**src/shared/rsq_defs.vh**
```
// Constants for the system reset sequencer
`ifndef RSQ_DEFS_VH
`define RSQ_DEFS_VH

// ****************************************************************
// Register indices (byte address is four times the index)
// ****************************************************************
`define RSQ_IDX_FLAGS     12'h0086
`define RSQ_IDX_CTRL      12'h0087
`define RSQ_IDX_IRQ_STAT  12'h0088
`define RSQ_IDX_IRQ_MASK  12'h0089
`define RSQ_IDX_SEQ_STAT  12'h008A

// ****************************************************************
// Field positions and codes
// ****************************************************************
`define RSQ_CAUSE_HI_BIT  7
`define RSQ_CAUSE_LO_BIT  6
`define RSQ_CAUSE_WDT     2'h0
`define RSQ_CAUSE_RSVD    2'h1
`define RSQ_CAUSE_POR     2'h2
`define RSQ_CAUSE_EXT     2'h3
`define RSQ_EV_WDT        0
`define RSQ_EV_DROP       1
`define RSQ_EV_EXT        2
`define RSQ_EV_RUN        3

// ****************************************************************
// Reset values
// ****************************************************************
`define RSQ_FLAGS_RST     8'h80
`define RSQ_CTRL_RST      8'h01
`define RSQ_MASK_RST      4'h0
`define RSQ_BOOT_ADDR     11'h000

// ****************************************************************
// Timing
// ****************************************************************
`define RSQ_CLK_MHZ       100
`define RSQ_SUPPLY_NS     1000
`define RSQ_WARM_NS       2000
`define RSQ_SUPPLY_CYC    ((`RSQ_SUPPLY_NS*`RSQ_CLK_MHZ+999)/1000)
`define RSQ_WARM_CYC      ((`RSQ_WARM_NS*`RSQ_CLK_MHZ+999)/1000)

`endif

```
**src/verilog/rsq_reset_sequencer.v**
```verilog
// Reset sequencer with cause flags and AXI4-Lite registers
`timescale 1ns/100ps
`include "rsq_defs.vh"

// How it works
// - Power-on, watchdog, brown-out, gated external reset
// - Any reset halts core, clears registers, PC
// - Release starts fetching at address zero
// - Cause code kept in flag bits 7:6
// - Cause flags stay readable after boot
// - Power-on waits for stable supply first
// - Enabled pin held low keeps device reset
// - Wait oscillator warm-up before execution
// - Watchdog reset skips the supply wait
// - Watchdog reset returns core to normal mode
// - Watchdog overflow input requests reset
// - Low supply resets, records power-on code
// - Low supply blocks completion of sequence
// - External pin active low, option gated
module rsq_reset_sequencer #(
  parameter SUPPLY_CYC = `RSQ_SUPPLY_CYC,
  parameter WARM_CYC   = `RSQ_WARM_CYC
) (
  // Clock and power-on reset
  input  wire        mclk,
  input  wire        sys_rst,
  // Pins and detectors (asynchronous)
  input  wire        ext_rst_n_pin,
  input  wire        supply_ok,
  input  wire        supply_drop_detector,
  input  wire        osc_ready,
  // Watchdog overflow (same clock)
  input  wire        wdt_overflow,
  // Core control
  output reg         cpu_rst_ff,
  output reg         pc_clear_ff,
  output reg         reg_init_ff,
  output reg         mode_normal_ff,
  output reg         fetch_start_ff,
  output reg  [10:0] boot_addr_ff,
  output reg         irq_ff,
  // AXI4-Lite write address
  input  wire [11:0] s_axi_awaddr,
  input  wire        s_axi_awvalid,
  output reg         s_axi_awready,
  // AXI4-Lite write data
  input  wire [31:0] s_axi_wdata,
  input  wire [3:0]  s_axi_wstrb,
  input  wire        s_axi_wvalid,
  output reg         s_axi_wready,
  // AXI4-Lite write response
  output reg  [1:0]  s_axi_bresp,
  output reg         s_axi_bvalid,
  input  wire        s_axi_bready,
  // AXI4-Lite read address
  input  wire [11:0] s_axi_araddr,
  input  wire        s_axi_arvalid,
  output reg         s_axi_arready,
  // AXI4-Lite read data
  output reg  [31:0] s_axi_rdata,
  output reg  [1:0]  s_axi_rresp,
  output reg         s_axi_rvalid,
  input  wire        s_axi_rready
);

  // ****************************************************************
  // States and local constants
  // ****************************************************************
  localparam [2:0] ST_SUPPLY = 3'b000;  // Waiting for stable supply
  localparam [2:0] ST_PIN    = 3'b001;  // Waiting for pin release
  localparam [2:0] ST_INIT   = 3'b010;  // Register initialisation
  localparam [2:0] ST_WARM   = 3'b011;  // Oscillator warm-up
  localparam [2:0] ST_RUN    = 3'b100;  // Program executing
  localparam [1:0] RESP_OK   = 2'b00;
  localparam [1:0] RESP_ERR  = 2'b10;
  localparam [31:0] SUP_END   = SUPPLY_CYC - 1;  // Full-width last count
  localparam [31:0] WARM_END  = WARM_CYC - 1;
  // Counter is 16 bits; longer waits need a wider counter
  localparam [15:0] SUP_LAST  = SUP_END[15:0];
  localparam [15:0] WARM_LAST = WARM_END[15:0];
  localparam [7:0]  FLAGS_RST = `RSQ_FLAGS_RST;  // Flag register at reset
  localparam [7:0]  CTRL_RST  = `RSQ_CTRL_RST;   // Control at reset

  // Byte address of a register index
  function [11:0] idx_addr;
    input [11:0] idx;
    begin
      idx_addr = {idx[9:0], 2'b00};
    end
  endfunction

  // ****************************************************************
  // Signals
  // ****************************************************************
  wire [3:0]  sync_q;          // Filtered asynchronous inputs
  wire        pin_high;        // External pin released
  wire        supply_good;     // Supply in operating range
  wire        supply_low;      // Drop detector firing
  wire        osc_good;        // Oscillator delivering clock
  reg  [2:0]  state_ff;        // Sequencer state
  reg  [2:0]  nxt_state;
  reg  [15:0] cnt_ff;          // Stability and warm-up counter
  reg  [15:0] nxt_cnt;
  reg  [1:0]  cause_ff;        // Reset cause flags
  reg  [1:0]  nxt_cause;
  reg         cause_set;       // Hardware updates cause this cycle
  reg  [3:0]  ev;              // One-cycle event strobes
  reg  [2:0]  alu_flags_ff;    // Carry, half carry, zero
  reg         ext_en_ff;       // External pin option
  reg  [3:0]  irq_stat_ff;     // Sticky events
  reg  [3:0]  irq_mask_ff;     // Interrupt enables
  reg         aw_held_ff;      // Write address captured
  reg         w_held_ff;       // Write data captured
  reg  [11:0] waddr_ff;
  reg  [31:0] wdata_ff;
  reg  [3:0]  wstrb_ff;
  wire        do_write;
  wire        wr_lane0;
  reg  [3:0]  w1c;             // Interrupt clear mask this cycle

  // ****************************************************************
  // Input synchronisers
  // ****************************************************************
  // synchronise requests
  rsq_sync3 #(
    .W       (4),
    .RST_VAL (4'b0001)
  ) u_sync (
    .clk      (mclk),
    .rst      (sys_rst),
    .async_in ({osc_ready, supply_drop_detector, supply_ok,
                ext_rst_n_pin}),
    .sync_out (sync_q)
  );

  assign pin_high    = sync_q[0];
  assign supply_good = sync_q[1];
  assign supply_low  = sync_q[2];
  assign osc_good    = sync_q[3];

  // ****************************************************************
  // Sequencer next state
  // ****************************************************************
  always @* begin
    nxt_state = state_ff;
    nxt_cnt   = 16'h0000;
    nxt_cause = cause_ff;
    cause_set = 1'b0;
    ev        = 4'h0;
    if (supply_low) begin
      nxt_state = ST_SUPPLY;
      nxt_cause = `RSQ_CAUSE_POR;
      cause_set = 1'b1;
      ev[`RSQ_EV_DROP] = (state_ff != ST_SUPPLY);
    end else if (ext_en_ff && !pin_high &&
                 (state_ff != ST_SUPPLY) && (state_ff != ST_PIN)) begin
      nxt_state = ST_PIN;
      nxt_cause = `RSQ_CAUSE_EXT;
      cause_set = 1'b1;
      ev[`RSQ_EV_EXT] = 1'b1;
    end else if (wdt_overflow && (state_ff == ST_RUN)) begin
      nxt_state = ST_INIT;
      nxt_cause = `RSQ_CAUSE_WDT;
      cause_set = 1'b1;
      ev[`RSQ_EV_WDT] = 1'b1;
    end else begin
      case (state_ff)
        ST_SUPPLY: begin
          if (supply_good) begin
            if (cnt_ff == SUP_LAST)
              nxt_state = ST_PIN;
            else
              nxt_cnt = cnt_ff + 16'h0001;
          end
        end
        ST_PIN: begin
          if (!ext_en_ff || pin_high)
            nxt_state = ST_INIT;
        end
        ST_INIT: begin
          if (!supply_good)
            nxt_state = ST_SUPPLY;
          else
            nxt_state = ST_WARM;
        end
        ST_WARM: begin
          if (!supply_good) begin
            nxt_state = ST_SUPPLY;
          end else if (osc_good) begin
            if (cnt_ff == WARM_LAST) begin
              nxt_state = ST_RUN;
              ev[`RSQ_EV_RUN] = 1'b1;
            end else begin
              nxt_cnt = cnt_ff + 16'h0001;
            end
          end
        end
        ST_RUN: begin
          nxt_state = ST_RUN;
        end
        default: begin
          nxt_state = ST_SUPPLY;
        end
      endcase
    end
  end

  // ****************************************************************
  // Sequencer registers and core control outputs
  // ****************************************************************
  always @(posedge mclk or posedge sys_rst) begin
    if (sys_rst) begin
      state_ff       <= ST_SUPPLY;
      cnt_ff         <= 16'h0000;
      cpu_rst_ff     <= 1'b1;
      pc_clear_ff    <= 1'b1;
      reg_init_ff    <= 1'b0;
      mode_normal_ff <= 1'b1;
      fetch_start_ff <= 1'b0;
      boot_addr_ff   <= `RSQ_BOOT_ADDR;
    end else begin
      state_ff       <= nxt_state;
      cnt_ff         <= nxt_cnt;
      cpu_rst_ff     <= (nxt_state != ST_RUN);
      pc_clear_ff    <= (nxt_state != ST_RUN);
      reg_init_ff    <= (nxt_state == ST_INIT);
      mode_normal_ff <= (nxt_state != ST_RUN);
      fetch_start_ff <= ev[`RSQ_EV_RUN];
      boot_addr_ff   <= `RSQ_BOOT_ADDR;
    end
  end

  // ****************************************************************
  // AXI4-Lite write channels; address and data in either order
  // ****************************************************************
  assign do_write = aw_held_ff && w_held_ff && !s_axi_bvalid;
  assign wr_lane0 = do_write && wstrb_ff[0];

  always @(posedge mclk or posedge sys_rst) begin
    if (sys_rst) begin
      aw_held_ff    <= 1'b0;
      w_held_ff     <= 1'b0;
      waddr_ff      <= 12'h000;
      wdata_ff      <= 32'h0000_0000;
      wstrb_ff      <= 4'h0;
      s_axi_awready <= 1'b0;
      s_axi_wready  <= 1'b0;
      s_axi_bvalid  <= 1'b0;
      s_axi_bresp   <= RESP_OK;
    end else begin
      // Ready pulses for one cycle when a channel is taken
      s_axi_awready <= !aw_held_ff && s_axi_awvalid && !s_axi_awready;
      s_axi_wready  <= !w_held_ff && s_axi_wvalid && !s_axi_wready;
      if (s_axi_awvalid && s_axi_awready) begin
        aw_held_ff <= 1'b1;
        waddr_ff   <= s_axi_awaddr;
      end
      if (s_axi_wvalid && s_axi_wready) begin
        w_held_ff <= 1'b1;
        wdata_ff  <= s_axi_wdata;
        wstrb_ff  <= s_axi_wstrb;
      end
      if (do_write) begin
        aw_held_ff   <= 1'b0;
        w_held_ff    <= 1'b0;
        s_axi_bvalid <= 1'b1;
        case (waddr_ff)
          idx_addr(`RSQ_IDX_FLAGS),    idx_addr(`RSQ_IDX_CTRL),
          idx_addr(`RSQ_IDX_IRQ_STAT), idx_addr(`RSQ_IDX_IRQ_MASK),
          idx_addr(`RSQ_IDX_SEQ_STAT): s_axi_bresp <= RESP_OK;
          default:                     s_axi_bresp <= RESP_ERR;
        endcase
      end else if (s_axi_bvalid && s_axi_bready) begin
        s_axi_bvalid <= 1'b0;
      end
    end
  end

  // ****************************************************************
  // Status flags, control and interrupt registers
  // ****************************************************************
  always @* begin
    w1c = 4'h0;
    if (wr_lane0 && (waddr_ff == idx_addr(`RSQ_IDX_IRQ_STAT)))
      w1c = wdata_ff[3:0];
  end

  always @(posedge mclk or posedge sys_rst) begin
    if (sys_rst) begin
      cause_ff     <= FLAGS_RST[`RSQ_CAUSE_HI_BIT:`RSQ_CAUSE_LO_BIT];
      alu_flags_ff <= 3'b000;
      ext_en_ff    <= CTRL_RST[0];
      irq_stat_ff  <= 4'h0;
      irq_mask_ff  <= `RSQ_MASK_RST;
      irq_ff       <= 1'b0;
    end else begin
      if (cause_set)
        cause_ff <= nxt_cause;
      else if (wr_lane0 && (waddr_ff == idx_addr(`RSQ_IDX_FLAGS)))
        cause_ff <= wdata_ff[`RSQ_CAUSE_HI_BIT:`RSQ_CAUSE_LO_BIT];
      if (nxt_state != ST_RUN)
        alu_flags_ff <= 3'b000;
      else if (wr_lane0 && (waddr_ff == idx_addr(`RSQ_IDX_FLAGS)))
        alu_flags_ff <= wdata_ff[2:0];
      if (wr_lane0 && (waddr_ff == idx_addr(`RSQ_IDX_CTRL)))
        ext_en_ff <= wdata_ff[0];
      if (wr_lane0 && (waddr_ff == idx_addr(`RSQ_IDX_IRQ_MASK)))
        irq_mask_ff <= wdata_ff[3:0];
      // New event wins over a same-cycle clear
      irq_stat_ff <= (irq_stat_ff & ~w1c) | ev;
      irq_ff      <= |(((irq_stat_ff & ~w1c) | ev) & irq_mask_ff);
    end
  end

  // ****************************************************************
  // AXI4-Lite read channel
  // ****************************************************************
  always @(posedge mclk or posedge sys_rst) begin
    if (sys_rst) begin
      s_axi_arready <= 1'b0;
      s_axi_rvalid  <= 1'b0;
      s_axi_rdata   <= 32'h0000_0000;
      s_axi_rresp   <= RESP_OK;
    end else begin
      // One read in flight; accept only when no data pending
      s_axi_arready <= s_axi_arvalid && !s_axi_arready && !s_axi_rvalid;
      if (s_axi_arvalid && s_axi_arready) begin
        s_axi_rvalid <= 1'b1;
        s_axi_rresp  <= RESP_OK;
        case (s_axi_araddr)
          idx_addr(`RSQ_IDX_FLAGS):
            s_axi_rdata <= {24'h00_0000, cause_ff, 3'b000, alu_flags_ff};
          idx_addr(`RSQ_IDX_CTRL):
            s_axi_rdata <= {31'h0000_0000, ext_en_ff};
          idx_addr(`RSQ_IDX_IRQ_STAT):
            s_axi_rdata <= {28'h000_0000, irq_stat_ff};
          idx_addr(`RSQ_IDX_IRQ_MASK):
            s_axi_rdata <= {28'h000_0000, irq_mask_ff};
          idx_addr(`RSQ_IDX_SEQ_STAT):
            s_axi_rdata <= {24'h00_0000, supply_good, osc_good, pin_high,
                            2'b00, state_ff};
          default: begin
            // Unmapped: zero data, slave error
            s_axi_rdata <= 32'h0000_0000;
            s_axi_rresp <= RESP_ERR;
          end
        endcase
      end else if (s_axi_rvalid && s_axi_rready) begin
        s_axi_rvalid <= 1'b0;
      end
    end
  end

endmodule // rsq_reset_sequencer

```
**src/verilog/rsq_sync3.v**
```verilog
// Three-flop synchroniser with agreement filter
`timescale 1ns/100ps
module rsq_sync3 #(
  parameter             W       = 1,
  parameter [W-1:0]     RST_VAL = {W{1'b0}}
) (
  // Clock and reset
  input  wire         clk,
  input  wire         rst,
  // Asynchronous inputs and filtered outputs
  input  wire [W-1:0] async_in,
  output reg  [W-1:0] sync_out
);

  reg [W-1:0] s1_ff;  // Metastable stage, read only by s2
  reg [W-1:0] s2_ff;  // Second stage
  reg [W-1:0] s3_ff;  // Third stage

  // ****************************************************************
  // Shift chain; output follows only when stages two and three agree
  // ****************************************************************
  always @(posedge clk or posedge rst) begin
    if (rst) begin
      s1_ff    <= RST_VAL;
      s2_ff    <= RST_VAL;
      s3_ff    <= RST_VAL;
      sync_out <= RST_VAL;
    end else begin
      s1_ff    <= async_in;
      s2_ff    <= s1_ff;
      s3_ff    <= s2_ff;
      // Per bit: a single-cycle glitch never passes
      sync_out <= (~(s2_ff ^ s3_ff) & s3_ff) | ((s2_ff ^ s3_ff) & sync_out);
    end
  end

endmodule // rsq_sync3
```
**config.mk**
```make
export PLATFORM = sky130hd
export DESIGN_NAME = rsq_reset_sequencer
export DESIGN_NICKNAME = d
export VERILOG_FILES = /design/src/verilog/rsq_reset_sequencer.v /design/src/verilog/rsq_sync3.v
export VERILOG_INCLUDE_DIRS = /design/src /design/src/shared
export SDC_FILE = /design/constraint.sdc
export NUM_CORES = 1
export LEC_CHECK = 0
export ABC_AREA = 1
export BUFFER_PORTS_ARGS = -buffer_cell sky130_fd_sc_hd__buf_4
export CAP_MARGIN = 30
export CORE_MARGIN = 4
export CORE_UTILIZATION = 40
export DETAILED_ROUTE_END_ITERATION = 10
export PLACE_DENSITY_LB_ADDON = 0.25
export SYNTH_ARGS = -nofsm -noshare
export SYNTH_HDL_FRONTEND = slang
export SYNTH_HIERARCHICAL = 1
export SYNTH_SLANG_ARGS = --single-unit
```
**constraint.sdc**
```tcl
create_clock -name mclk -period 4.3 [get_ports mclk]
set_input_delay 0.215 -clock mclk [delete_from_list [all_inputs] [get_ports mclk]]
set_output_delay 0.215 -clock mclk [all_outputs]
set_load 0.05 [all_outputs]
```
# Word level (Yosys, flattened, before mapping)
# Index checks and enable logic that the tools add are counted.
# word_totals
ff_bits	117
inputBits	72
out_inout_bits	58
wordCells	155
# op_classes
add_sub_neg	1
n_eq_ne	20
mux	53
n_bitwise	9
reduce_logical	44
# ops
cell	count
$mux 16	8
$eq 12x10->1 const B	10
$pmux 8 s5	1
$mux 3	11
$pmux 16 s2	1
$logic_and 1x1->1	22
$mux 1	21
$mux 2	9
$add 16x1->16 const B	1
$and 4x4->4	4
$eq 16x7->1 const B	1
$eq 16x8->1 const B	1
$pmux 3 s5	1
$reduce_bool 2->1	6
$reduce_or 5->1	2
$eq 3x2->1 const B	3
$logic_not 1->1	9
$not 4->4	2
$or 4x4->4	2
$mux 4	1
$ne 4x1->1 const B	1
$reduce_or 4->1	1
$xor 4x4->4	1
$eq 3x1->1 const B	1
7 further kinds	7

# Logic depth before layout (Yosys ltp)
# logic_depth
ltp_word	11
mapped_depth	13
depth_no_buf	13

# Modules after synthesis
# Netlist, hierarchy kept.
# modules_own_cells
mod	n_inst	cells_each	area_per_inst_um2	seq_area_each_um2
rsq_reset_sequencer	1	510	3881.2	1805.5
rsq_sync3	1	33	474.2	405.4

# Worst setup path after synthesis
# No wires, ideal clock.
# synth_path
path_type	reg2reg
start	register s_axi_bvalid
end	register irq_ff
setup_ns	0.116
arrival_time_ns	1.442
t_required_ns	4.184
setup_slack_ns	2.743
path_stages_with_launch	11
n_path_buf	0
synth_period_minus_slack_ns	1.557
path_cell_list	dfrtp_1 > inv_1 > nand3_1 > nor2_2 > nand4_1 > nand2_1 > nand2_1 > nand2_1 > nand2_1 > inv_1 > nand2_1
# synth_via
elab_chain_cells	10
# synth_rtl
item	line	source
start, declared	rsq_reset_sequencer.v:53	output reg s_axi_bvalid,
start signal, assigned	rsq_reset_sequencer.v:248	s_axi_bvalid <= 1'b0;
start signal, assigned	rsq_reset_sequencer.v:266	s_axi_bvalid <= 1'b1;
start signal, assigned	rsq_reset_sequencer.v:274	s_axi_bvalid <= 1'b0;
$logic_not 1->1	rsq_reset_sequencer.v:236	assign do_write = aw_held_ff && w_held_ff && !s_axi_bvalid;
$logic_and 1x1->1	rsq_reset_sequencer.v:236	
$logic_and 1x1->1	rsq_reset_sequencer.v:237	assign wr_lane0 = do_write && wstrb_ff[0];
$logic_and 1x1->1	rsq_reset_sequencer.v:284	if (wr_lane0 && (waddr_ff == idx_addr(`RSQ_IDX_IRQ_STAT)))
$mux 4	rsq_reset_sequencer.v:284	
$not 4->4	rsq_reset_sequencer.v:311	irq_ff <= |(((irq_stat_ff & ~w1c) | ev) & irq_mask_ff);
$and 4x4->4	rsq_reset_sequencer.v:311	
$or 4x4->4	rsq_reset_sequencer.v:311	
$and 4x4->4	rsq_reset_sequencer.v:311	
$reduce_or 4->1	rsq_reset_sequencer.v:311	
end signal, assigned	rsq_reset_sequencer.v:311	
end, declared	rsq_reset_sequencer.v:41	output reg irq_ff,
# No other way between the ends.
# A chain may end at the register's enable or synchronous reset.

# Worst setup path in the final report
# layout_path
start	register cnt_ff[0]
end	register cnt_ff[7]
# layout_via
elab_chain_cells	8
word_cells_on_any_way	12
cone_classes	1 x add/sub; 2 x eq/ne; 9 x mux
# layout_rtl
item	line	source
start, declared	rsq_reset_sequencer.v:102	reg [15:0] cnt_ff;
start signal, assigned	rsq_reset_sequencer.v:223	cnt_ff <= nxt_cnt;
$add 16x1->16 / $eq 16x8->1 (equally long branches)	rsq_reset_sequencer.v:173, rsq_reset_sequencer.v:194, rsq_reset_sequencer.v:190	
$mux 16	rsq_reset_sequencer.v:190	if (cnt_ff == WARM_LAST) begin
$mux 16	rsq_reset_sequencer.v:189	end else if (osc_good) begin
$mux 16	rsq_reset_sequencer.v:187	if (!supply_good) begin
$pmux 16 s2 (*)	rsq_reset_sequencer.v:167	case (state_ff)
$mux 16 (*)	rsq_reset_sequencer.v:161	end else if (wdt_overflow && (state_ff == ST_RUN)) begin
$mux 16 (*)	rsq_reset_sequencer.v:155	end else if (ext_en_ff && !pin_high &&
$mux 16 (*)	rsq_reset_sequencer.v:150	if (supply_low) begin
net nxt_cnt[7]	rsq_reset_sequencer.v:103	reg [15:0] nxt_cnt;
# The timed path passes the listed nets; every way through them passes the cells marked *.

==> impl_metrics.yaml <==
die:
  die-area_um2: 12620
  rows: 37
  ios: 130
  core_um2: 10460
  die_h_um: 112.4
  start_util_pct: 41.63
  fp.dieW_um: 112.4
global_routing:
  grt_usage_pct: 14.53
  first_global_vias: 3309
  grt_max_degree: 57
  antenna_found_initial: 0
  overflow: 0
  grt_pass1_wl_mm: 14.96
yosys:
  synth_top_area_cell: "dfrtp_1"
  ys_seq_area_share_pct: 50.76
  ys_ff_latch: 88
  async_flop_share_pct: 100.0
  syn_area_um2: 4355
  syn_inst: 543
  ys_types: 33
  synth_flop_cell: "dfrtp_1"
  syn_area_per_cell_um2: 8.021
  yosys.area.top_type_share_pct: 46.54
  netlist_top_cells_area: "dfrtp_1 (47%), nand2_1 (13%), buf_4 (6.9%)"
  synth_edf_count: 0
  yosysWarnings: 6
layout:
  nNetsFinal: 689
  layout-drive-gt1-share_pct: 17.07
  final_common_cell: "nand2_1"
  fin_cells: 757
  mostFrequentLayoutCells: "nand2_1 (151), dfrtp_1 (81), nor2_1 (69), inv_1 (64), buf_4 (63)"
  diodes: 0
  area_delta_synth_final_pct: 16.49
sta:
  slew_viol_final: 0
  timing.slew.headroom_pct: 53.50
  max_freq_ghz: 0.5910
  period_share_pct: 39.35
  skew_ps: 10.60
  grt_setup_unrepaired: "false"
  setup_ws_ps: 2608
  setup_viol: 0
  tightest_slew_ps: 697.5
  finalSetupTns_ps: 0
  finalHoldViolations: 0
  finalCriticalPeriod_ps: 1692
setup_path:
  crit_path_max_fanout: 11
  criticalPathCategory: "flop to flop"
  critical_path_arrival_ps: 1960
  cp-start-kind: "flop"
  r2r_start: "cnt_ff[0]"
  worstPathRequired_ps: 4570
  endpoint_kind: "flop"
  startpoint: "cnt_ff[0]"
route:
  via_per_inst: 4.564
  first_pass_iters: 4
  ant_nets: 0
  num_vias: 3455
  drcViolationCount: 0
  drt_iter0_markers: 150
  drt_wl_total_mm: 8.915
  wl_per_cell_um: 11.78
power_and_ir_drop:
  power.density_nw_per_um2: 419.3
  total_power_mw: 2.127
  peakVddDrop_v: 0.0003237
  p_leak_nw: 2.525
cts:
  cts_buffers: 9
  clk_latency_ps: 360
  cts_resized: 0
  ctsHtreeMaxLevel: 3
  cts_tree: "yes"
  cts.sink_count: 88
  ctsLongestPathBuffers: 2
  cts-root-buf: "clkbuf_8"
  cts.reportedPaths.clkPinSlew_ps: 90
hold_path:
  hold_class: "input pin to flop"
  worstHoldStart: "s_axi_bready"
placement:
  dp_cells: 736
  numPortBuffers: 62
  place_ws_ps: 2590
  place.gp.congestion: 0.8564
  place.detailed.hpwl_mm: 6.870
run_status:
  status: "finished clean"
run:
  cap_viol_max_count: 0
[final timing paths]
| kind | cells past startpoint | slack, ps | endpoint |
|---|---|---|---|
| worst min-delay path | 2 | 30 | s_axi_bvalid |
| max in group asynchronous | 4 | 2880 | alu_flags_ff[1] |
| worst max register to register | 10 | 2610 | cnt_ff[7] |
| worst min register to register | 0 | 350 | u_sync/s2_ff[1] |
| worst max-delay path | 10 | 2610 | cnt_ff[7] |
| min in group asynchronous | 3 | 390 | s_axi_arready |
[per-stage QoR]
stage               hold slack (ps)  util (%)  cell area [um2]
detailed placement            235.5     46.05             4818
global route                  11.05     48.49             5074
finish                        34.94     48.49             5074
CTS                           14.66     48.49             5074
floorplan                     125.9         -             4494
global placement              232.7     46.05             4818
[cells in the mapped netlist, types with 2 or more instances]
cell type    n
nor2_4       2
xor2_1       4
nand4_1     11
nor2_2       5
clkinv_1     2
o31ai_1      2
nor2_1      69
clkbuf_1     2
nand3_1     28
o21ai_0     27
nand2_2      5
dfstp_2      7
inv_1       65
buf_4       40
nor3_2       2
nand2_1    151
dfrtp_1     81
a21oi_1      8
nor3_1      17
nor3b_1      2
[cell type report]
class / count / area (um2)
Inverter: 69 / 261.5
Tap cell: 136 / 170.2
Timing Repair Buffer: 68 / 523.0
Sequential cell: 88 / 2211
Fill cell: 987 / 5389
Clock buffer: 10 / 137.6
Clock inverter: 6 / 67.56
Multi-Input combinational cell: 380 / 1703
[repair_timing]
| action | 4_1_cts | 5_1_grt |
|---|---|---|
| hold buffers | 5 | 0 |
| hold endpoints to repair | 32 | 0 |
| setup buffers | 0 | 0 |
[logic make-up after synthesis]
| group | count (synthesis) | share of synthesized area [%] |
|---|---|---|
| AO/OA/AOI/OAI | 41 | 5.315 |
| AND/OR/NAND/NOR | 296 | 29.42 |
| buffers and inverters | 112 | 13.33 |
| other | 1 | 0.08610 |
| XOR/XNOR | 4 | 0.8043 |
| adder cells (fa/ha/maj) | 1 | 0.2872 |
| flip-flops | 88 | 50.76 |
[registers in the layout, indices dropped and copies added (netlist names), 2 cells and up, named ones only]
signal        count
u_sync/s1_ff      4
waddr_ff         12
cause_ff          2
u_sync/s2_ff      4
u_sync/s3_ff      4
irq_mask_ff       4
wdata_ff          6
s_axi_rdata       7
irq_stat_ff       4
state_ff          3
alu_flags_ff      3
cnt_ff           16
[worst max-delay path, stage by stage (launching register included)]
cell     delay, ps
dfrtp_1        400
ha_1           230
nand2_1        110
inv_1           60
nand2_1         60
nor2_1          50
nand2_1         90
nand4_1        100
nand2_2        160
nand2_2        180
nor3_1         180
[metal layers]
| metal | wire (um) | vias to the layer above | GRT usage (%) |
|---|---|---|---|
| met1 | 4061 | 1572 | 18.63 |
| met3 | 549 | 11 | 3.558 |
| li1 | - | 1772 | - |
| met4 | 142 | 0 | 5.529 |
| met5 | 0 | - | 0 |
| met2 | 4161 | 100 | 23.84 |
[where the power goes]
group	leakage [nW]	switching [mW]	internal, mW
clock network	0.0989	0.303	0.286
registers	1.12	0.0796	0.965
logic	1.31	0.353	0.141
total	2.53	0.735	1.39
No activity file was read; power rests on OpenSTA's default activity.
